<file path="config.mk">
export PLATFORM = sky130hd
export DESIGN_NAME = sdlc_device_flat
export DESIGN_NICKNAME = d
export VERILOG_FILES = /design/src/rtl/sdlc_pkg.sv /design/src/rtl/sdlc_if.sv /design/src/rtl/sdlc_device.sv /design/src/flat_wrapper.sv
export SDC_FILE = /design/constraint.sdc
export NUM_CORES = 1
export LEC_CHECK = 0
export ABC_AREA = 1
export ABC_CLOCK_PERIOD_IN_PS = 6400
export BUFFER_PORTS_ARGS = -buffer_cell sky130_fd_sc_hd__buf_2
export CORE_AREA = 3 3 156 158
export CTS_CLUSTER_SIZE = 24
export DETAILED_ROUTE_END_ITERATION = 10
export DIE_AREA = 0 0 159 161
export PLACE_DENSITY = 0.57
export SYNTH_ARGS = -nofsm -noshare
export SYNTH_HDL_FRONTEND = slang
export SYNTH_SLANG_ARGS = --single-unit
export TNS_END_PERCENT = 100
</file>
<file path="constraint.sdc">
create_clock -name CLK -period 6.4 [get_ports CLK]
set_input_delay 0.64 -clock CLK [delete_from_list [all_inputs] [get_ports CLK]]
set_output_delay 0.64 -clock CLK [all_outputs]
set_load 0.02 [all_outputs]
</file>
<file path="src/rtl/sdlc_pkg.sv">
/*
  sdlc_pkg: shared constants for the synthesizer divider and lock control ends.
  assumes: both ends run on one 100 MHz clock; serial pins are synchronous to it.
*/
package sdlc_pkg;
  // clock
  localparam int CLK_PERIOD_NS = 10;

  // word layout
  localparam int WORD_W    = 32;
  localparam int SEL_MSB   = 2;
  localparam int SEL_LSB   = 0;
  localparam logic [2:0] SEL_R0 = 3'h0;
  localparam logic [2:0] SEL_R1 = 3'h1;
  localparam logic [2:0] SEL_R2 = 3'h2;
  localparam logic [2:0] SEL_R3 = 3'h3;
  localparam logic [2:0] SEL_R4 = 3'h4;

  // register zero
  localparam int INT_MSB  = 30;
  localparam int INT_LSB  = 15;
  localparam int FRACTION_NUMERATOR_MSB = 14;
  localparam int FRACTION_NUMERATOR_LSB = 3;
  // register one
  localparam int PRESC_BIT = 27;
  localparam int PHASE_MSB = 26;
  localparam int PHASE_LSB = 15;
  localparam int MOD_MSB   = 14;
  localparam int MOD_LSB   = 3;
  localparam logic PRESC_45 = 1'b0;
  localparam logic PRESC_89 = 1'b1;
  // register two
  localparam int NOISE_MSB = 30;
  localparam int NOISE_LSB = 29;
  localparam int MUX_MSB   = 28;
  localparam int MUX_LSB   = 26;
  localparam int DBL_BIT   = 25;
  localparam int HALVE_BIT = 24;
  localparam int RCNT_MSB  = 23;
  localparam int RCNT_LSB  = 14;
  localparam int DBUF_BIT  = 13;
  localparam int CP_MSB    = 11;
  localparam int CP_LSB    = 9;
  localparam int LDF_BIT   = 8;
  localparam int LDP_BIT   = 7;
  localparam int PD_BIT    = 5;
  localparam int TRI_BIT   = 4;
  localparam int CRST_BIT  = 3;
  localparam logic [1:0] NOISE_LOW_NOISE = 2'h0;
  localparam logic [1:0] NOISE_LOW_SPUR  = 2'h3;
  // register three
  localparam int BOOST_BIT = 18;
  // register four
  localparam int DIVSEL_MSB = 22;
  localparam int DIVSEL_LSB = 20;

  // reset values
  localparam logic [31:0] WORD_RST = 32'h0000_0000;

  // integer floor per prescaler
  localparam logic [15:0] N_MIN_45 = 16'h0017;
  localparam logic [15:0] N_MIN_89 = 16'h004b;

  // lock detector
  localparam logic [5:0] LOCK_CYC_SLOW = 6'h28;
  localparam logic [5:0] LOCK_CYC_FAST = 6'h05;
  localparam int WIN_WIDE_NS   = 10;
  localparam int WIN_NARROW_NS = 6;
  // longest times round down, never below one cycle
  localparam int WIN_WIDE_CYC_I   = (WIN_WIDE_NS / CLK_PERIOD_NS < 1) ? 1 : WIN_WIDE_NS / CLK_PERIOD_NS;
  localparam int WIN_NARROW_CYC_I = (WIN_NARROW_NS / CLK_PERIOD_NS < 1) ? 1 : WIN_NARROW_NS / CLK_PERIOD_NS;
  localparam logic [3:0] WIN_WIDE_CYC   = 4'(WIN_WIDE_CYC_I);
  localparam logic [3:0] WIN_NARROW_CYC = 4'(WIN_NARROW_CYC_I);

  // host register map
  localparam logic [7:0] ADDR_WORD   = 8'h00;
  localparam logic [7:0] ADDR_STATUS = 8'h04;
  localparam int ST_BUSY    = 0;
  localparam int ST_REFUSED = 1;
  localparam int ST_OVERRUN = 2;

  // serial clock half period in CLK cycles
  localparam logic [3:0] SCLK_HALF = 4'h2;
  localparam logic [4:0] LAST_BIT  = 5'h1f;

  typedef enum logic [2:0] {
    SDLC_IDLE  = 3'b001,
    SDLC_SHIFT = 3'b010,
    SDLC_LATCH = 3'b100
  } sdlc_host_state_type;
endpackage

</file>
<file path="src/rtl/sdlc_if.sv">
/*
  sdlc_if: three-wire serial link between host controller and device.
  assumes: host drives all three wires; the device only listens.
*/
`timescale 1ns/10ps
interface sdlc_if;
  logic sclk;
  logic sdata;
  logic le;
  modport dev  (input  sclk, input  sdata, input  le);
  modport host (output sclk, output sdata, output le);
endinterface

</file>
<file path="src/rtl/sdlc_device.sv">
/*
  sdlc_device: serial register bank, reference path and digital lock detector.
  assumes: serial pins, reference and feedback inputs are synchronous to CLK and
  each stay at a level for at least one CLK cycle.
*/
`timescale 1ns/10ps
// Summary of operation
// - bit 27 register one picks 4/5 or 8/9
// - host keeps integer at least 23 or 75
// - host picks 8/9 above 3 GHz
// - phase word bits 26:15, below modulus
// - modulus in bits 14:3 of register one
// - control bits 010, 011 load registers two, three
// - noise mode bits 30:29; low spur dithers
// - bits 28:26 pick test output source
// - doubler off: falling edge only, on: both edges
// - bit 24 adds toggle halving before detector
// - ten-bit reference divider, ratios 1 to 1023
// - bit 13 double-buffers divider select bits
// - bits 11:9 set charge pump current
// - bit 8: 40 or 5 monitored cycles
// - bit 7: 10 ns or 6 ns window
// - lock only after n consecutive in-window cycles
// - host uses recommended count and window pairs
// - bit 5 powers down, registers retained
// - power-down: counters load, pump off, lock reset
// - bit 4 three-states the charge pump
// - bit 3 holds both counters in reset
// - bit 18 boost current until near lock
// - buffered fields apply on register zero write
module sdlc_device
  import sdlc_pkg::*;
(
  // clock and reset
  input  wire logic        CLK,
  input  wire logic        RST_B,
  // serial link
  sdlc_if.dev              SER,
  // analog side inputs
  input  wire logic        REF_IN,
  input  wire logic        FB_IN,
  // divider settings
  output logic [15:0]      INT_VALUE,
  output logic [11:0]      FRACTION_NUMERATOR_VALUE,
  output logic [11:0]      PHASE_WORD,
  output logic [11:0]      FRACTION_MODULUS,
  output logic             PRESCALER_RATIO_SELECT,
  output logic [2:0]       OUT_DIVIDER_SELECT,
  // loop controls
  output logic             DITHER_ENABLE,
  output logic [2:0]       TEST_OUTPUT_SELECT,
  output logic [2:0]       CP_CURRENT,
  output logic             CP_THREE_STATE,
  output logic             BOOST_CURRENT_ON,
  output logic             COUNTER_HOLD,
  output logic             OUTPUT_BUFFER_OFF,
  // detector side
  output logic             PFD_REF_PULSE,
  output logic             LOCK_DETECT
);
  // serial capture
  logic        sclk_d_r;
  logic        le_d_r;
  logic [31:0] shift_r;
  // programmed words and live copies
  logic [31:0] r1_r;
  logic [31:0] r2_r;
  logic [31:0] r3_r;
  logic [2:0]  divsel_shadow_r;
  logic [11:0] phase_act_r;
  logic [11:0] mod_act_r;
  logic        dbl_act_r;
  logic        halve_act_r;
  logic [9:0]  rcnt_act_r;
  // reference path
  logic        ref_d_r;
  logic        fb_d_r;
  logic [9:0]  rcnt_r;
  logic        toggle_r;
  // lock detector
  logic        pend_r;
  logic        pend_ref_r;
  logic [3:0]  gap_r;
  logic [5:0]  good_cnt_r;
  logic        lock_r;

  function automatic logic rise(input logic cur, input logic prev);
    return cur & ~prev;
  endfunction

  logic        sclk_rise;
  logic        latch_now;
  logic [2:0]  sel;
  logic        pd;
  logic        hold;
  logic        ref_evt;
  logic        r_wrap;
  logic        pfd_evt;
  logic        fb_evt;
  logic [3:0]  win;
  logic [5:0]  need;
  logic        good;
  logic        bad;

  assign sclk_rise = rise(SER.sclk, sclk_d_r);
  assign latch_now = rise(SER.le, le_d_r);
  assign sel       = shift_r[SEL_MSB:SEL_LSB];
  assign pd        = r2_r[PD_BIT];
  assign hold      = pd | r2_r[CRST_BIT];
  // doubler off: falling reference edge only; on: both edges
  assign ref_evt   = dbl_act_r ? (REF_IN ^ ref_d_r) : rise(ref_d_r, REF_IN);
  assign r_wrap    = ref_evt & (rcnt_r + 10'h001 >= rcnt_act_r);
  assign pfd_evt   = halve_act_r ? (r_wrap & toggle_r) : r_wrap;
  assign fb_evt    = rise(FB_IN, fb_d_r);
  assign win       = r2_r[LDP_BIT] ? WIN_NARROW_CYC : WIN_WIDE_CYC;
  assign need      = r2_r[LDF_BIT] ? LOCK_CYC_FAST : LOCK_CYC_SLOW;

  // serial input stays live in power-down
  always_ff @(posedge CLK or negedge RST_B) begin
    if (!RST_B) begin
      sclk_d_r <= 1'b0;
      le_d_r   <= 1'b0;
      shift_r  <= WORD_RST;
    end else begin
      sclk_d_r <= SER.sclk;
      le_d_r   <= SER.le;
      if (sclk_rise) begin
        shift_r <= {shift_r[WORD_W-2:0], SER.sdata};
      end
    end
  end

  // register loads and double-buffer transfer
  always_ff @(posedge CLK or negedge RST_B) begin
    if (!RST_B) begin
      r1_r            <= WORD_RST;
      r2_r            <= WORD_RST;
      r3_r            <= WORD_RST;
      divsel_shadow_r <= 3'h0;
      INT_VALUE       <= 16'h0000;
      FRACTION_NUMERATOR_VALUE      <= 12'h000;
      phase_act_r     <= 12'h000;
      mod_act_r       <= 12'h000;
      dbl_act_r       <= 1'b0;
      halve_act_r     <= 1'b0;
      rcnt_act_r      <= 10'h000;
      OUT_DIVIDER_SELECT <= 3'h0;
    end else if (latch_now) begin
      if (sel == SEL_R0) begin
        INT_VALUE   <= shift_r[INT_MSB:INT_LSB];
        FRACTION_NUMERATOR_VALUE  <= shift_r[FRACTION_NUMERATOR_MSB:FRACTION_NUMERATOR_LSB];
        phase_act_r <= r1_r[PHASE_MSB:PHASE_LSB];
        mod_act_r   <= r1_r[MOD_MSB:MOD_LSB];
        dbl_act_r   <= r2_r[DBL_BIT];
        halve_act_r <= r2_r[HALVE_BIT];
        rcnt_act_r  <= r2_r[RCNT_MSB:RCNT_LSB];
        if (r2_r[DBUF_BIT]) begin
          OUT_DIVIDER_SELECT <= divsel_shadow_r;
        end
      end else if (sel == SEL_R1) begin
        r1_r <= shift_r;
      end else if (sel == SEL_R2) begin
        r2_r <= shift_r;
      end else if (sel == SEL_R3) begin
        r3_r <= shift_r;
      end else if (sel == SEL_R4) begin
        divsel_shadow_r <= shift_r[DIVSEL_MSB:DIVSEL_LSB];
        if (!r2_r[DBUF_BIT]) begin
          OUT_DIVIDER_SELECT <= shift_r[DIVSEL_MSB:DIVSEL_LSB];
        end
      end
    end
  end

  // reference divider and halving stage; hold forces the load state
  always_ff @(posedge CLK or negedge RST_B) begin
    if (!RST_B) begin
      ref_d_r       <= 1'b0;
      fb_d_r        <= 1'b0;
      rcnt_r        <= 10'h000;
      toggle_r      <= 1'b0;
      PFD_REF_PULSE <= 1'b0;
    end else begin
      ref_d_r <= REF_IN;
      fb_d_r  <= FB_IN;
      if (hold) begin
        rcnt_r        <= 10'h000;
        toggle_r      <= 1'b0;
        PFD_REF_PULSE <= 1'b0;
      end else begin
        PFD_REF_PULSE <= pfd_evt;
        if (r_wrap) begin
          rcnt_r   <= 10'h000;
          toggle_r <= ~toggle_r;
        end else if (ref_evt) begin
          rcnt_r <= rcnt_r + 10'h001;
        end
      end
    end
  end

  // pair a reference edge with a feedback edge; a gap beyond the window fails the cycle
  always_comb begin
    good = 1'b0;
    bad  = 1'b0;
    if (pfd_evt & fb_evt) begin
      good = 1'b1;
    end else if (pend_r && ((pfd_evt && !pend_ref_r) || (fb_evt && pend_ref_r))) begin
      good = (gap_r <= win);
      bad  = (gap_r > win);
    end else if (pend_r && (pfd_evt || fb_evt)) begin
      bad = 1'b1;
    end else if (pend_r && gap_r >= win) begin
      bad = 1'b1;
    end
  end

  always_ff @(posedge CLK or negedge RST_B) begin
    if (!RST_B) begin
      pend_r     <= 1'b0;
      pend_ref_r <= 1'b0;
      gap_r      <= 4'h0;
      good_cnt_r <= 6'h00;
      lock_r     <= 1'b0;
    end else if (hold) begin
      pend_r     <= 1'b0;
      gap_r      <= 4'h0;
      good_cnt_r <= 6'h00;
      lock_r     <= 1'b0;
    end else begin
      if (good || (pend_r && !pfd_evt && !fb_evt && bad)) begin
        pend_r <= 1'b0;
        gap_r  <= 4'h0;
      end else if (pfd_evt || fb_evt) begin
        // an unpaired edge opens a new pair
        pend_r     <= 1'b1;
        pend_ref_r <= pfd_evt;
        gap_r      <= 4'h0;
      end else if (pend_r) begin
        gap_r <= gap_r + 4'h1;
      end
      if (bad) begin
        good_cnt_r <= 6'h00;
        lock_r     <= 1'b0;
      end else if (good) begin
        if (good_cnt_r < need) begin
          good_cnt_r <= good_cnt_r + 6'h01;
        end
        lock_r <= (good_cnt_r + 6'h01 >= need);
      end
    end
  end

  // registered control outputs
  always_ff @(posedge CLK or negedge RST_B) begin
    if (!RST_B) begin
      PHASE_WORD             <= 12'h000;
      FRACTION_MODULUS       <= 12'h000;
      PRESCALER_RATIO_SELECT <= PRESC_45;
      DITHER_ENABLE          <= 1'b0;
      TEST_OUTPUT_SELECT     <= 3'h0;
      CP_CURRENT             <= 3'h0;
      CP_THREE_STATE         <= 1'b0;
      BOOST_CURRENT_ON       <= 1'b0;
      COUNTER_HOLD           <= 1'b0;
      OUTPUT_BUFFER_OFF      <= 1'b0;
      LOCK_DETECT            <= 1'b0;
    end else begin
      PHASE_WORD             <= phase_act_r;
      FRACTION_MODULUS       <= mod_act_r;
      PRESCALER_RATIO_SELECT <= r1_r[PRESC_BIT];
      DITHER_ENABLE          <= (r2_r[NOISE_MSB:NOISE_LSB] == NOISE_LOW_SPUR);
      TEST_OUTPUT_SELECT     <= r2_r[MUX_MSB:MUX_LSB];
      CP_CURRENT             <= r2_r[CP_MSB:CP_LSB];
      CP_THREE_STATE         <= r2_r[TRI_BIT] | pd;
      // lock stands in for the tuning voltage nearing its final value
      BOOST_CURRENT_ON       <= r3_r[BOOST_BIT] & ~lock_r & ~hold;
      COUNTER_HOLD           <= hold;
      OUTPUT_BUFFER_OFF      <= pd;
      LOCK_DETECT            <= lock_r;
    end
  end
endmodule

</file>
<file path="src/flat_wrapper.sv">
// flat-port wrapper written by rule: the top's interface ports become plain ports
module sdlc_device_flat import sdlc_pkg::*;
  (CLK, RST_B, REF_IN, FB_IN, INT_VALUE, FRACTION_NUMERATOR_VALUE, PHASE_WORD, FRACTION_MODULUS, PRESCALER_RATIO_SELECT, OUT_DIVIDER_SELECT, DITHER_ENABLE, TEST_OUTPUT_SELECT, CP_CURRENT, CP_THREE_STATE, BOOST_CURRENT_ON, COUNTER_HOLD, OUTPUT_BUFFER_OFF, PFD_REF_PULSE, LOCK_DETECT, SER_sclk, SER_sdata, SER_le);
  sdlc_if SER_i ();
  input  wire logic CLK;
  input  wire logic RST_B;
  input  wire logic REF_IN;
  input  wire logic FB_IN;
  output logic [15:0] INT_VALUE;
  output logic [11:0] FRACTION_NUMERATOR_VALUE;
  output logic [11:0] PHASE_WORD;
  output logic [11:0] FRACTION_MODULUS;
  output logic PRESCALER_RATIO_SELECT;
  output logic [2:0] OUT_DIVIDER_SELECT;
  output logic DITHER_ENABLE;
  output logic [2:0] TEST_OUTPUT_SELECT;
  output logic [2:0] CP_CURRENT;
  output logic CP_THREE_STATE;
  output logic BOOST_CURRENT_ON;
  output logic COUNTER_HOLD;
  output logic OUTPUT_BUFFER_OFF;
  output logic PFD_REF_PULSE;
  output logic LOCK_DETECT;
  input wire logic [$bits(SER_i.sclk)-1:0] SER_sclk;
  input wire logic [$bits(SER_i.sdata)-1:0] SER_sdata;
  input wire logic [$bits(SER_i.le)-1:0] SER_le;
  assign SER_i.sclk = SER_sclk;
  assign SER_i.sdata = SER_sdata;
  assign SER_i.le = SER_le;
  sdlc_device u_core (.CLK(CLK), .RST_B(RST_B), .SER(SER_i), .REF_IN(REF_IN), .FB_IN(FB_IN), .INT_VALUE(INT_VALUE), .FRACTION_NUMERATOR_VALUE(FRACTION_NUMERATOR_VALUE), .PHASE_WORD(PHASE_WORD), .FRACTION_MODULUS(FRACTION_MODULUS), .PRESCALER_RATIO_SELECT(PRESCALER_RATIO_SELECT), .OUT_DIVIDER_SELECT(OUT_DIVIDER_SELECT), .DITHER_ENABLE(DITHER_ENABLE), .TEST_OUTPUT_SELECT(TEST_OUTPUT_SELECT), .CP_CURRENT(CP_CURRENT), .CP_THREE_STATE(CP_THREE_STATE), .BOOST_CURRENT_ON(BOOST_CURRENT_ON), .COUNTER_HOLD(COUNTER_HOLD), .OUTPUT_BUFFER_OFF(OUTPUT_BUFFER_OFF), .PFD_REF_PULSE(PFD_REF_PULSE), .LOCK_DETECT(LOCK_DETECT));
endmodule
</file>
# Word level (Yosys, flattened, before mapping)
# Index checks and enable logic that the tools add are counted.
dict set report classes {
  addsub 3
  magnitude_cmp 6
  n_eq_ne 10
  mux 36
  bitwise_logic 24
  n_reduce_logical 30
}
# operator n
set ops {}
lappend ops {{10-bit 2-to-1 mux} 3}
lappend ops {{6-bit 2-to-1 mux} 5}
lappend ops {{3-bit 2-to-1 mux} 7}
lappend ops {{1-bit 2-to-1 mux} 17}
lappend ops {{4-bit 2-to-1 mux} 4}
lappend ops {{1-bit NOT} 12}
lappend ops {{3-bit nonzero test} 4}
lappend ops {{10-bit by 1-bit adder with 10-bit output, second input constant} 1}
lappend ops {{10-bit >= comparator} 1}
lappend ops {{1-bit AND} 9}
lappend ops {{1-bit logical AND} 8}
lappend ops {{2-bit by 1-bit inequality test with 1-bit output, second input constant} 4}
lappend ops {{7-bit AND reduction} 1}
lappend ops {{6-bit by 1-bit adder with 6-bit output, second input constant} 1}
lappend ops {{3-bit by 2-bit == test with 1-bit output, second input constant} 2}
lappend ops {{6-bit >= comparator} 1}
lappend ops {{6-bit < comparator} 1}
lappend ops {{3-bit AND reduction} 2}
lappend ops {{6-bit AND reduction} 1}
lappend ops {{5-bit AND reduction} 1}
lappend ops {{4-bit by 1-bit adder with 4-bit output, second input constant} 1}
lappend ops {{4-bit by 1-bit >= comparator with 1-bit output, second input constant} 1}
lappend ops {{4-bit by 1-bit greater-than comparator with 1-bit output, second input constant} 1}
lappend ops {{4-bit by 1-bit less-or-equal comparator with 1-bit output, second input constant} 1}
lappend ops {{other kinds (13)} 20}
dict set report totals {
  regBits 245
  inputBits 7
  out_inout_bits 69
  wordCells 145
}

# Longest topological paths before layout
# Gate-level depths: netlist (run 1).
dict set report depth {
  word_depth 15
  depth_mapped 21
  depth_no_buf 21
}

# Worst setup path before layout (run 1)
# No wires, ideal clock.
dict set report synth_timing {
  path_type {reg2reg}
  start {reg u_core.rcnt_r[0]}
  end {reg u_core.pend_ref_r}
  setup_time_ns 0.116
  arrival_ns 2.473
  required_ns 6.284
  path_slack_ns 3.811
  path_stages_with_launch 21
  path_buffers 0
  period_less_slack_ns 2.589
  path_cell_list {dfrtp_1 nand2_1 nor2_1 nand4_1 nor2_1 nand3_1 xor2_1 inv_1 ha_1 nand2_1 inv_1 a21oi_2 nand3_2 nand3_4 inv_2 nand2_2 nand3_2 nor2_4 nand2_1 nand2_1 nand2_1}
}
dict set report synth_via {
  elab_chain_cells 14
  elab_cells_between_ends 23
  classes_between {1 x add/sub; 1 x order compare; 6 x mux; 4 x bitwise; 11 x reduce/logical}
}
# element line
set synth_rtl {}
lappend synth_rtl {{start, declared} sdlc_device.sv:78} ;# logic [9:0] rcnt_r;
lappend synth_rtl {{start signal, assigned} sdlc_device.sv:196} ;# rcnt_r <= rcnt_r + 10'h001;
lappend synth_rtl {{10-bit by 1-bit adder with 10-bit output *} sdlc_device.sv:112} ;# assign r_wrap = ref_evt & (rcnt_r + 10'h001 >= rcnt_act_r);
lappend synth_rtl {{10-bit >= comparator *} sdlc_device.sv:112}
lappend synth_rtl {{1-bit AND *} sdlc_device.sv:112}
lappend synth_rtl {{1-bit AND} sdlc_device.sv:113} ;# assign pfd_evt = halve_act_r ? (r_wrap & toggle_r) : r_wrap;
lappend synth_rtl {{1-bit 2-to-1 mux *} sdlc_device.sv:113}
lappend synth_rtl {{1-bit logical OR / 1-bit logical AND (equally long branches)} {sdlc_device.sv:211, sdlc_device.sv:234, sdlc_device.sv:208}}
lappend synth_rtl {{1-bit logical AND / 1-bit logical OR (equally long branches)} {sdlc_device.sv:211, sdlc_device.sv:208}}
lappend synth_rtl {{1-bit 2-to-1 mux / 1-bit logical AND (equally long branches)} {sdlc_device.sv:211, sdlc_device.sv:208}}
lappend synth_rtl {{1-bit 2-to-1 mux} sdlc_device.sv:208} ;# end else if (pend_r && ((pfd_evt && !pend_ref_r) || (fb_evt && pend_ref_r))) begin
lappend synth_rtl {{1-bit 2-to-1 mux} sdlc_device.sv:206} ;# if (pfd_evt & fb_evt) begin
lappend synth_rtl {{1-bit logical AND} sdlc_device.sv:231} ;# if (good || (pend_r && !pfd_evt && !fb_evt && bad)) begin
lappend synth_rtl {{1-bit logical OR} sdlc_device.sv:231}
lappend synth_rtl {{1-bit NOT (no line)} -}
lappend synth_rtl {{3-bit AND reduction (no line)} -}
lappend synth_rtl {{end signal, assigned} sdlc_device.sv:237} ;# pend_ref_r <= pfd_evt;
lappend synth_rtl {{end, declared} sdlc_device.sv:82} ;# logic pend_ref_r;
# Mark *: on every way between the ends. The rest lies on a longest branch, timed or not.
# A chain may end at the register's enable or synchronous reset.

# Worst setup path in the final report (run 1)
# Same ends and word-level chain as after synthesis.

==> results by group, run 1 <==
Layout
  • Area Overhead vs Synth: 17.8%
  • Most common cell after layout, fill and taps aside: dfrtp_1
  • Most frequent cells in the layout: 218 x dfrtp_1, 168 x nand2_1, 117 x o21ai_0
  • Share of post-route cells with drive strength above 1: between 10% and 20%
  • Number of diodes: 0
  • Nets: 913

Clock network
  • Buffer depth of the longest clock path: 3
  • Setup repair bufs after CTS: 0
  • CTS buffer count: 24
  • Clock sink count: 218
  • H-tree depth: 1
  • Clock Latency Late Sink: 0.50 ns
  • Clk slew on worst S/H paths: 0.06 ns
  • # hold bufs at CTS: 0
  • Post-CTS resize count: 0
  • Root Driver: clkbuf_16
  • CTS tree: yes

Critical path
  • Crit path kind: flop to flop
  • FF-to-FF Start: u_core.rcnt_r[0]
  • R2R cell count: 20
  • Critical path required time: ~6.8 ns
  • Worst Path Arrival: 3.37 ns
  • Critical Path End Type: flop
  • CP startpoint: u_core.rcnt_r[0]
  • Critical R2R Capture: u_core.pend_ref_r
  • Startpoint Class: flop
  • Flop2flop setup slack: 3.43 ns
  • Crit path max fanout: 6

Synth
  • Cell Area, Synth: 8510 sq um
  • YS warnings: 0
  • Ys async rst share: 100%
  • Synthesized area per cell: 10.6 sq um
  • Post-synthesis sequential area ratio: between 60% and 70%
  • Synth Flop Type: dfrtp_1
  • Synth Instances: 804
  • Netlist cell types: 32
  • Yosys reg bits: about 220
  • Post-synth EDFFs: 0
  • Syn Nets: 835

Routing
  • Drt total wl: 16.4 mm
  • DRC viols: 0
  • DRT iter0 DRCs: roughly 300
  • Top layer reached by signal wires: met4
  • DR WL met2: 7.27 mm
  • Met3 routed WL: 706 um
  • Via count: 5485
  • Vias per cell: ~4.5
  • Post-route antenna net violation count: 0
  • 1st-pass router iterations: 4
  • Routed WL per cell: 13.4 um
  • WL met1: 8.13 mm

Global route
  • Global-route wire length before repair: 28.7 mm
  • Gr usage total: 13.4%
  • Vias in the first global route: 5600
  • Maximum number of pins on one net before global-route repair: just over 80
  • Grt ovf: 0
  • Initial antenna violation count: 0

Die
  • Die H: 161 um
  • Placement row count: 56
  • Initial Util: 36.6%
  • Core area: 23300 sq um
  • Die area: 25600 sq um
  • DIE WIDTH: between 150 and 200 um
  • Number of I/O pins: 76

Hold path
  • HP Class: input pin to async pin

Power and ir drop
  • Register share of total power: 46.6%
  • Power density cells: 350 nW/um^2
  • P_leak: 5.18 nW
  • Internal Dissipation: 2.52 mW
  • Clock share of power: 38.0%
  • Combinational share of power: 15.4%
  • Max VDD drop: 173 uV
  • Total Power: between 3 and 4 mW
  • NetSw: 0.997 mW
  • Switching share of total power: around 28%

Placed design
  • Post-DP HPWL: 10.5 mm
  • RePlAce Congestion: 0.796
  • IO buf count: 75

STA
  • Post-route minimum period: just under 3 ns
  • Setup Skew: approximately 0.0076 ns
  • Unrepaired setup endpoints after global routing: no
  • Final worst-path cycle share: 46.4%
  • Fin. Hold Viols: 0
  • Max-slew headroom: 32.8%
  • Slew at the pin closest to its max-slew limit: just over 1 ns
  • Pins Over Slew Limit: 0
  • Peak Freq: roughly 340 MHz
  • Final setup fails: 0
  • Setup tns final: 0 ns

Run
  • Max_cap viols: 0

Outcome
  • Status: complete, no violations
## through the flow
stage                     worst slack, ns  area, sq um  hold slack [ns]  utilization (%)  cells
after CTS                            3.47        10000           0.0931             43.1   1219
final                                3.43        10000           0.0833             43.1   1219
after global routing                 3.08        10000            0.112             43.1   1219
after global placement               3.56         9240            0.355             39.7   1175
after floorplan                      3.81         8510            0.344                -    804
after detailed placement             3.48         9240            0.357             39.7   1175
## metal layers
layer / global-route usage (%) / up-vias
li1: - / 2750
met1: 19.1 / 2631
met2: 21.0 / 76
met3: 2.59 / 28
met4: 3.54 / 0
met5: 0 / -
## synth_stat cells (4+ instances only)
| cell type | n | share of area (%) |
|---|---|---|
| dfrtp_1 | 218 | 64 |
| nand2_1 | 169 | 7.5 |
| o21ai_0 | 117 | 6.9 |
| inv_1 | 86 | 3.8 |
| nor2_1 | 32 | 1.4 |
| ha_1 | 24 | 3.5 |
| mux2_2 | 23 | 3.0 |
| nand3_1 | 22 | 1.3 |
| clkbuf_1 | 20 | 0.88 |
| a21oi_1 | 19 | 1.1 |
| xor2_1 | 10 | 1.0 |
| nand4_1 | 7 | 0.51 |
| o22ai_1 | 6 | 0.44 |
| buf_2 | 5 | 0.29 |
| inv_2 | 5 | 0.22 |
| a21oi_2 | 4 | 0.41 |
| nand2_2 | 4 | 0.29 |
| o21ai_1 | 4 | 0.24 |
## flip-flops by register name (all words and copies together), names as in the netlist, 16 cells and up
name and flops:
u_core.r1_r 25, u_core.shift_r 31, u_core.r2_r 25, u_core.INT_VALUE 16
## kinds of logic (layout without fill, tap and decap cells)
| logic type | Yosys count | after routing | share of synthesized area (%) |
|---|---|---|---|
| simple gates | 251 | 251 | 13.0 |
| mux | 26 | 26 | 3.44 |
| xor+xnor | 12 | 12 | 1.23 |
| compound gates | 155 | 155 | 9.48 |
| buf+inv | 118 | 214 | 5.28 |
| flops | 218 | 218 | 64.1 |
| fa+ha+maj | 24 | 24 | 3.53 |
## area by class of cell
cell class              count  area [sq um]
fillers                  2331         13200
repair buffers             79           415
well taps                 319           399
clock buffers              35           733
clock inverters             9          58.8
flip-flops and latches    218          5460
multi-input cells         468          2630
inverters                  91           342
## how the worst max path moves through the flow
| stage | to | slack, ns | depth (start not counted) |
|---|---|---|---|
| after floorplan | u_core.pend_ref_r | 3.81 | 20 |
| after global placement | u_core.pend_ref_r | 3.56 | 20 |
| after detailed placement | u_core.pend_ref_r | 3.48 | 20 |
| after CTS | u_core.pend_ref_r | 3.47 | 20 |
| after global routing | u_core.pend_ref_r | 3.08 | 20 |
| final | u_core.pend_ref_r | 3.43 | 20 |
## power groups by stage
stage | registers, mW | clock network, mW | logic, mW
CTS | 1.64 | 1.39 | 0.551
finish | 1.64 | 1.34 | 0.540
detailed placement | 1.66 | 0 | 0.546
global route | 1.66 | 1.44 | 0.629
global placement | 1.66 | 0 | 0.538
floorplan | 1.70 | 0 | 0.317
## critical path, stage by stage, from the launching register on
cell	delay, ns
dfrtp_1	0.41
nand2_1	0.07
nor2_1	0.22
nand4_1	0.16
nor2_1	0.18
nand3_1	0.11
xor2_1	0.19
inv_1	0.07
ha_1	0.29
nand2_1	0.10
inv_1	0.06
a21oi_2	0.15
nand3_2	0.12
nand3_4	0.11
inv_2	0.05
nand2_2	0.09
nand3_2	0.11
nor2_4	0.18
nand2_1	0.10
nand2_1	0.06
nand2_1	0.05
(Power assumes the default switching activity.)
==> inputs of run 2 (changes only) <==
Settings changed: ABC_AREA 1 to 0, ABC_CLOCK_PERIOD_IN_PS 6400 to 3100, CORE_AREA 3 3 156 158 to 3 3 158 160, DIE_AREA 0 0 159 161 to 0 0 161 163.
Clock period 6.4 ns to 3.1 ns, I/O delays scaled along.
==> run 2 against run 1 <==
Effect of this change: routed wire length is 0.16% higher; clock power is 120% higher; cell count is 15% lower; sequential power is 120% higher; sequential cell count stayed put; count of clock-buffer cells in the layout is 2 higher; clock skew is 0.011 ns higher; power is 120% higher; largest cell class unchanged; cell area is 4.2% higher; combinational power is 120% higher.
==> results by group, run 2 <==
Synth
  • Count leader, synth: dfrtp_1
  • Synth Flop Type: dfrtp_1
  • Synth top area share: 62.8% (-1.3 points)
  • Post-synth EDFFs: 0 (unchanged)
  • Syn Nets: 634 (-24%)
  • Post-synthesis sequential area ratio: 62.8% (-1.3 points)
  • Most frequent cells after synthesis: 218 x dfrtp_1, 149 x mux2_2, 32 x nand2_1
  • Synthesized area per cell: 14.4 sq um (+36%)
  • Synth Instances: 603 (-25%)
  • YS warnings: 0 (unchanged)
  • Yosys reg bits: 218 (unchanged)
  • Top post-synthesis cells by area: dfrtp_1 63%, mux2_2 19%, ha_1 3.5%
  • Ys async rst share: 100% (unchanged)
  • Cell Area, Synth: 8690 sq um (+2.1%)
  • Netlist cell types: 49 (+53%)
  • Most area-hungry cell type in the Yosys netlist: dfrtp_1

STA
  • Max-slew headroom: 35.1% (+2.3 points)
  • Post-route minimum period: 3.01 ns (+0.0424 ns)
  • Setup Skew: 0.0183 ns (+0.0107 ns)
  • Peak Freq: 332 MHz (-1.4%)
  • Final worst-path cycle share: 97.2% (+51 points)
  • Hold WS: 0.0311 ns (-0.0522 ns)
  • Final setup fails: 0 (unchanged)
  • Slew at the pin closest to its max-slew limit: 0.971 ns (-0.0360 ns)
  • Fin. Hold Viols: 0 (unchanged)
  • Pins Over Slew Limit: 0 (unchanged)

Critical path
  • CP dominant cell by count: and4_4
  • Crit path depth: 12 (-40%)
  • Crit path max fanout: 10 (+4)
  • Critical-path top delay cell: dfrtp_1
  • Critical Path End Type: flop
  • CP cell instances: and4_4 > and4_4 > nand3_2 > xnor2_2 > ha_1 > nand4_1 > a211oi_1 > or2_4 > o31a_4 > buf_4 > and2_2 > o31ai_2
  • Startpoint Class: flop
  • R2R cell count: 12 (-40%)
  • Crit path largest cell delay: 0.40 ns (about the same)
  • Worst Path Arrival: 3.42 ns (+0.05 ns)
  • Critical path required time: 3.51 ns (-3.29 ns)
  • Top Family by Delay on Critical Path: simple AND/OR/NAND/NOR gates
  • Crit path kind: flop to flop
  • Crit path buf inv count: 1 (-2)

Clock network
  • Clock sink count: 218 (unchanged)
  • Buffer depth of the longest clock path: 3 (unchanged)
  • Clk slew on worst S/H paths: 0.06 ns (about the same)
  • CTS buffer count: 24 (unchanged)
  • CTS tree: yes
  • Root Driver: clkbuf_16
  • Clock Latency Late Sink: 0.52 ns (+0.02 ns)
  • H-tree depth: 1 (unchanged)

Global route
  • Global-route wire length before repair: 28.2 mm (-1.7%)
  • Initial antenna violation count: 0 (unchanged)
  • Grt ovf: 0 (unchanged)
  • Gr usage total: 12.9% (-0.48 points)
  • Maximum number of pins on one net before global-route repair: 114 (+39%)
  • Vias in the first global route: 5395 (-3.7%)

Die
  • Die area: 26200 sq um (+2.5%)
  • Placement row count: 56 (unchanged)
  • Initial Util: 36.9% (+0.31 points)
  • Die H: 163 um (+1.2%)
  • Number of I/O pins: 76 (unchanged)
  • Core area: 23500 sq um (+1.2%)
  • DIE WIDTH: 161 um (+1.3%)

Layout
  • Most common cell after layout, fill and taps aside: dfrtp_1
  • Share of post-route cells with drive strength above 1: 41.6% (+22 points)
  • Most frequent cells in the layout: 217 x dfrtp_1, 149 x mux2_2, 74 x buf_2
  • Max reg flops: 31 (unchanged)
  • Reg with most FFs: u_core.shift_r
  • Nets: 736 (-19%)
  • Area Overhead vs Synth: 20.3%
  • Final std cells w/o fill: 1040 (-15%)
  • Regs by FF count: u_core.shift_r: 31 flops, u_core.r1_r: 25 flops, u_core.r2_r: 25 flops
  • Number of diodes: 0 (unchanged)

Power and ir drop
  • Total Power: 7.70 mW (+120%)
  • Power density cells: 737 nW/um^2 (+110%)
  • Max VDD drop: 390 uV (+130%)
  • P_leak: 5.35 nW (+3.3%)

Routing
  • Drt total wl: 16.4 mm (+0.16%)
  • Post-route antenna net violation count: 0 (unchanged)
  • Routed WL per cell: 15.8 um (+17%)
  • Vias per cell: 4.78 (+6.3%)
  • Via count: 4974 (-9.3%)
  • DRT iter0 DRCs: 204 (-33%)
  • DRC viols: 0 (unchanged)
  • 1st-pass router iterations: 4 (unchanged)

Placed design
  • RePlAce Congestion: 0.811 (+2.0%)
  • Post-DP HPWL: 10.8 mm (+3.2%)
  • Dpl cells: 991 (-16%)
  • IO buf count: 75 (unchanged)

Hold path
  • Hold depth: 2
  • HP Class: input pin to flop

Run
  • Max_cap viols: 0 (unchanged)

Outcome
  • Status: complete, no violations
[run 2: cell types whose count changed after synthesis, moves of 12 or more]
cell / change
nand2_1: -137
mux2_2: +126
o21ai_0: -108
inv_1: -63
a21oi_1: -16
nor2_1: -16
nand3_1: -12
[run 2: worst paths after layout]
check,startpoint,end,slack [ns]
min,SER_sdata,u_core.shift_r[0],0.03
min in group asynchronous,RST_B,u_core.FRACTION_MODULUS[0],0.44
max,u_core.rcnt_r[3],u_core.good_cnt_r[2],0.09
max reg2reg,u_core.rcnt_r[3],u_core.good_cnt_r[2],0.09
min reg2reg,u_core.phase_act_r[3],u_core.PHASE_WORD[3],0.37
max in group asynchronous,RST_B,u_core.mod_act_r[7],1.77
[run 2: routing by layer]
| metal | part of all wire [%] | global-route usage [%] |
|---|---|---|
| met1 | 46 | 17.1 |
| met2 | 48 | 21.2 |
| met3 | 4.9 | 3.38 |
| met4 | 1.5 | 3.09 |
| met5 | 0 | 0 |
[run 2: repair_timing]
| action | 4_1_cts | 5_1_grt |
|---|---|---|
| endpoints found under the setup margin | 0 | 15 |
| setup buffers | 0 | 2 |
| hold buffers | 5 | 0 |
| gates resized for setup | 0 | 12 |
| hold endpoints to repair | 114 | 0 |
[run 2: layout make-up]
cell class,instances,area [sq um]
flip-flops and latches,218,5460
multi-input cells,341,3100
clock inverters,5,111
well taps,319,399
fillers,2146,13100
clock buffers,37,709
repair buffers,97,588
inverters,23,86.3
[run 2: worst register-to-register path, stage by stage, from the launching register on]
cell	delay, ns
dfrtp_1	0.40
and4_4	0.25
and4_4	0.26
nand3_2	0.12
xnor2_2	0.16
ha_1	0.28
nand4_1	0.12
a211oi_1	0.07
or2_4	0.25
o31a_4	0.36
buf_4	0.18
and2_2	0.22
o31ai_2	0.26
[run 2: kinds of logic (layout without fill, tap and decap cells)]
kind of cell / Yosys count / after routing / synth area share [%]
flops: 218 / 218 / 62.8
mux: 154 / 154 / 19.9
buf+inv: 44 / 162 / 2.12
simple gates: 103 / 103 / 6.25
fa+ha+maj: 24 / 24 / 3.46
compound gates: 44 / 44 / 3.87
xor+xnor: 16 / 16 / 1.61
[run 2: metrics by stage]
step                setup slack [ns]  utilization, %  TNS [ns]  cell area, sq um
floorplan                     0.0769               -         0              8690
detailed placement           0.00650            40.4         0              9520
CTS                           0.0120            44.1         0             10400
global route                 -0.0348            44.4   -0.0348             10500
finish                        0.0862            44.4         0             10500
global placement               0.133            40.4         0              9520
[run 2: report_power, final]
part | total [mW] | internal (mW) | switching (mW) | leakage [nW]
Sequential | 3.58 | 3.26 | 0.315 | 2.96
Combinational | 1.21 | 0.548 | 0.666 | 1.99
Clock | 2.91 | 1.82 | 1.09 | 0.400
==> inputs of run 3 (changes only) <==
Settings changed: PLACE_DENSITY 0.57 to not set, RECOVER_POWER set to 25, SLEW_MARGIN set to 30.
==> run 3 against run 2 <==
Effect of this change: via count is 1.7% higher; clock skew is 0.0089 ns lower; clock power is 3% lower; critical path depth stayed put; utilization is 0.11 points lower; register-to-register slack hardly changed; sequential power hardly changed; critical path type unchanged; critical endpoint is now u_core.good_cnt_r[4]; highest routed layer unchanged.
==> results by group, run 3 (synthesis gave the netlist of run 2 again) <==
STA
  • Final setup fails: 0 (unchanged)
  • Setup Skew: 0.00938 ns (-0.00888 ns)
  • Unrepaired setup endpoints after global routing: no
  • Final worst-path cycle share: 96.9% (-0.36 points)
  • Fin. Hold Viols: 0 (unchanged)
  • Post-route minimum period: 3.00 ns (-0.0112 ns)
  • Peak Freq: 333 MHz (+0.37%)
  • Max-slew headroom: 37.4% (+2.3 points)
  • Pins Over Slew Limit: 0 (unchanged)
  • Slew at the pin closest to its max-slew limit: 0.938 ns (-0.0338 ns)
  • Setup tns final: 0 ns (unchanged)

Layout
  • Most frequent cells in the layout: 217 x dfrtp_1, 149 x mux2_2, 70 x buf_2
  • Area Overhead vs Synth: 20.0%
  • Number of fill cells: 2166 (+0.93%)
  • Share of post-route cells with drive strength above 1: 41.8% (+0.20 points)
  • Most common cell after layout, fill and taps aside: dfrtp_1
  • Regs by FF count: u_core.shift_r: 31 flops, u_core.r1_r: 25 flops, u_core.r2_r: 25 flops
  • Number of diodes: 0 (unchanged)
  • Max reg flops: 31 (unchanged)
  • Reg with most FFs: u_core.shift_r
  • Nets: 734 (-0.27%)

Global route
  • Gr usage total: 12.9% (about the same)
  • Vias in the first global route: 5426 (+0.57%)
  • Maximum number of pins on one net before global-route repair: 103 (-9.6%)
  • Grt ovf: 0 (unchanged)
  • Global-route wire length before repair: 28.2 mm (about the same)
  • Initial antenna violation count: 0 (unchanged)

Critical path
  • Crit path kind: flop to flop
  • Flop2flop setup slack: 0.1 ns (about the same)
  • Critical path required time: 3.50 ns (about the same)
  • Critical-path top delay cell: dfrtp_1
  • Top Family by Delay on Critical Path: simple AND/OR/NAND/NOR gates
  • Crit path max fanout: 5 (-5)
  • FF-to-FF Start: u_core.rcnt_r[4]
  • Crit path largest cell delay: 0.39 ns (about the same)
  • CP cell instances: and4_4 > and4_4 > nand3_2 > xnor2_2 > ha_1 > nand4_1 > a211oi_1 > or2_4 > o211ai_1 > a311oi_4 > buf_4 > o31ai_2
  • Startpoint Class: flop
  • Crit path buf inv count: 1 (unchanged)
  • Worst Path Arrival: 3.40 ns (-0.02 ns)
  • R2R cell count: 12 (unchanged)
  • Critical R2R Capture: u_core.good_cnt_r[4]
  • CP dominant cell by count: and4_4
  • Critical Path End Type: flop

Clock network
  • CTS buffer count: 23 (-4.2%)
  • CTS tree: yes
  • Root Driver: clkbuf_16
  • Buffer depth of the longest clock path: 3 (unchanged)
  • Clock Latency Late Sink: 0.51 ns (about the same)
  • H-tree depth: 1 (unchanged)
  • Clk slew on worst S/H paths: 0.06 ns (about the same)
  • Clock sink count: 218 (unchanged)

Power and ir drop
  • P_leak: 5.33 nW (-0.42%)
  • Switching share of total power: 27.4% (+0.46 points)
  • Internal Dissipation: 5.53 mW (-1.8%)
  • Clock share of power: 36.9% (-0.9 points)
  • Power density cells: 730 nW/um^2 (-0.98%)
  • Register share of total power: 47.0% (+0.5 points)
  • NetSw: 2.08 mW (+0.48%)
  • Max VDD drop: 414 uV (+6.3%)
  • Total Power: 7.61 mW (-1.2%)
  • Combinational share of power: 16.1% (+0.3 points)

Routing
  • Post-route antenna net violation count: 0 (unchanged)
  • Drt total wl: 16.5 mm (+0.77%)
  • 1st-pass router iterations: 4 (unchanged)
  • DRT iter0 DRCs: 195 (-4.4%)
  • Vias per cell: 4.87 (+1.8%)
  • DRC viols: 0 (unchanged)
  • Routed WL per cell: 15.9 um (+0.87%)
  • Via count: 5060 (+1.7%)

Die
  • Placement row count: 56 (unchanged)
  • Die H: 163 um (unchanged)
  • DIE WIDTH: 161 um (unchanged)
  • Initial Util: 36.9% (unchanged)
  • Core area: 23500 sq um (unchanged)
  • Number of I/O pins: 76 (unchanged)
  • Die area: 26200 sq um (unchanged)

Hold path
  • HP Class: input pin to flop
  • Hold EP: u_core.shift_r[0]
  • Worst Min Path Start: SER_sdata
  • Hold depth: 2 (unchanged)

Placed design
  • IO buf count: 75 (unchanged)
  • RePlAce Congestion: 0.786 (-3.1%)
  • Post-DP HPWL: 10.8 mm (-0.51%)

Outcome
  • Status: complete, no violations

Run
  • Max_cap viols: 0 (unchanged)
-- run 3: cell types whose count changed in the layout (fill, tap and decap cells not counted), moves of 2 or more --
cell,change
clkinv_2,+5
buf_2,-4
clkbuf_8,-2
clkinvlp_4,+2
o31ai_1,-2
o31ai_2,+2
-- run 3: how the worst max path moves through the flow --
stage / startpoint / endpoint / slack (ns) / depth (start not counted)
after global placement: u_core.rcnt_r[3] / u_core.good_cnt_r[2] / 0.09 / 11
after global routing: u_core.rcnt_r[4] / u_core.good_cnt_r[4] / 0.01 / 12
after CTS: u_core.rcnt_r[4] / u_core.good_cnt_r[4] / 0.02 / 12
final: u_core.rcnt_r[4] / u_core.good_cnt_r[4] / 0.1 / 12
after detailed placement: u_core.rcnt_r[3] / u_core.good_cnt_r[4] / -0.03 / 11
after floorplan: u_core.rcnt_r[2] / u_core.good_cnt_r[0] / 0.08 / 12
-- run 3: repair_timing --
action                                  4_1_cts  5_1_grt
gates resized for setup                       2       13
endpoints found under the setup margin        5       10
pin swaps                                     0        3
buffers inserted                              1        3
endpoints found under the hold margin       104        0
hold buffers                                  5        0
-- run 3: worst register-to-register path, cell delays in order (launching register included) --
cell      delay, ns
dfrtp_1        0.39
and4_4         0.25
and4_4         0.26
nand3_2        0.12
xnor2_2        0.16
ha_1           0.29
nand4_1        0.14
a211oi_1       0.07
or2_4          0.25
o211ai_1       0.32
a311oi_4       0.16
buf_4          0.22
o31ai_2        0.28
-- run 3: metrics by stage --
stage	setup WS [ns]	cell area, sq um	hold slack (ns)	std cells	util (%)
after global placement	0.0857	9500	0.356	988	40.3
after CTS	0.0153	10400	0.0410	1036	44.0
after global routing	0.0134	10400	0.0517	1039	44.3
after detailed placement	-0.0333	9500	0.357	988	40.3
after floorplan	0.0769	8690	0.0144	603	-
final	0.0974	10400	0.0600	1039	44.3
-- run 3: power groups by stage --
| stage | combinational [mW] | sequential, mW | clock [mW] |
|---|---|---|---|
| 5_1_grt | 1.35 | 3.65 | 3.03 |
| 4_1_cts | 1.23 | 3.59 | 2.89 |
| 3_5_place_dp | 1.21 | 3.64 | 0 |
| 6_report | 1.22 | 3.58 | 2.81 |
| 3_3_place_gp | 1.17 | 3.61 | 0 |
| 2_1_floorplan | 0.674 | 3.69 | 0 |
-- run 3: per-layer routing --
layer | up-vias | track usage, % | wire length (um)
met4 | 0 | 3.29 | 299
met2 | 116 | 21.4 | 8060
li1 | 2331 | - | -
met3 | 24 | 3.00 | 829
met5 | - | 0 | 0
met1 | 2589 | 17.2 | 7350
-- run 3: area by class of cell --
class / count / area (sq um) / share of cell area (%)
clock buffers: 30 / 642 / 6.16
clock inverters: 12 / 144 / 1.38
inverters: 23 / 86.3 / 0.828
multi-input cells: 341 / 3120 / 29.9
flip-flops and latches: 218 / 5460 / 52.3
well taps: 319 / 399 / 3.83
repair buffers: 96 / 576 / 5.52
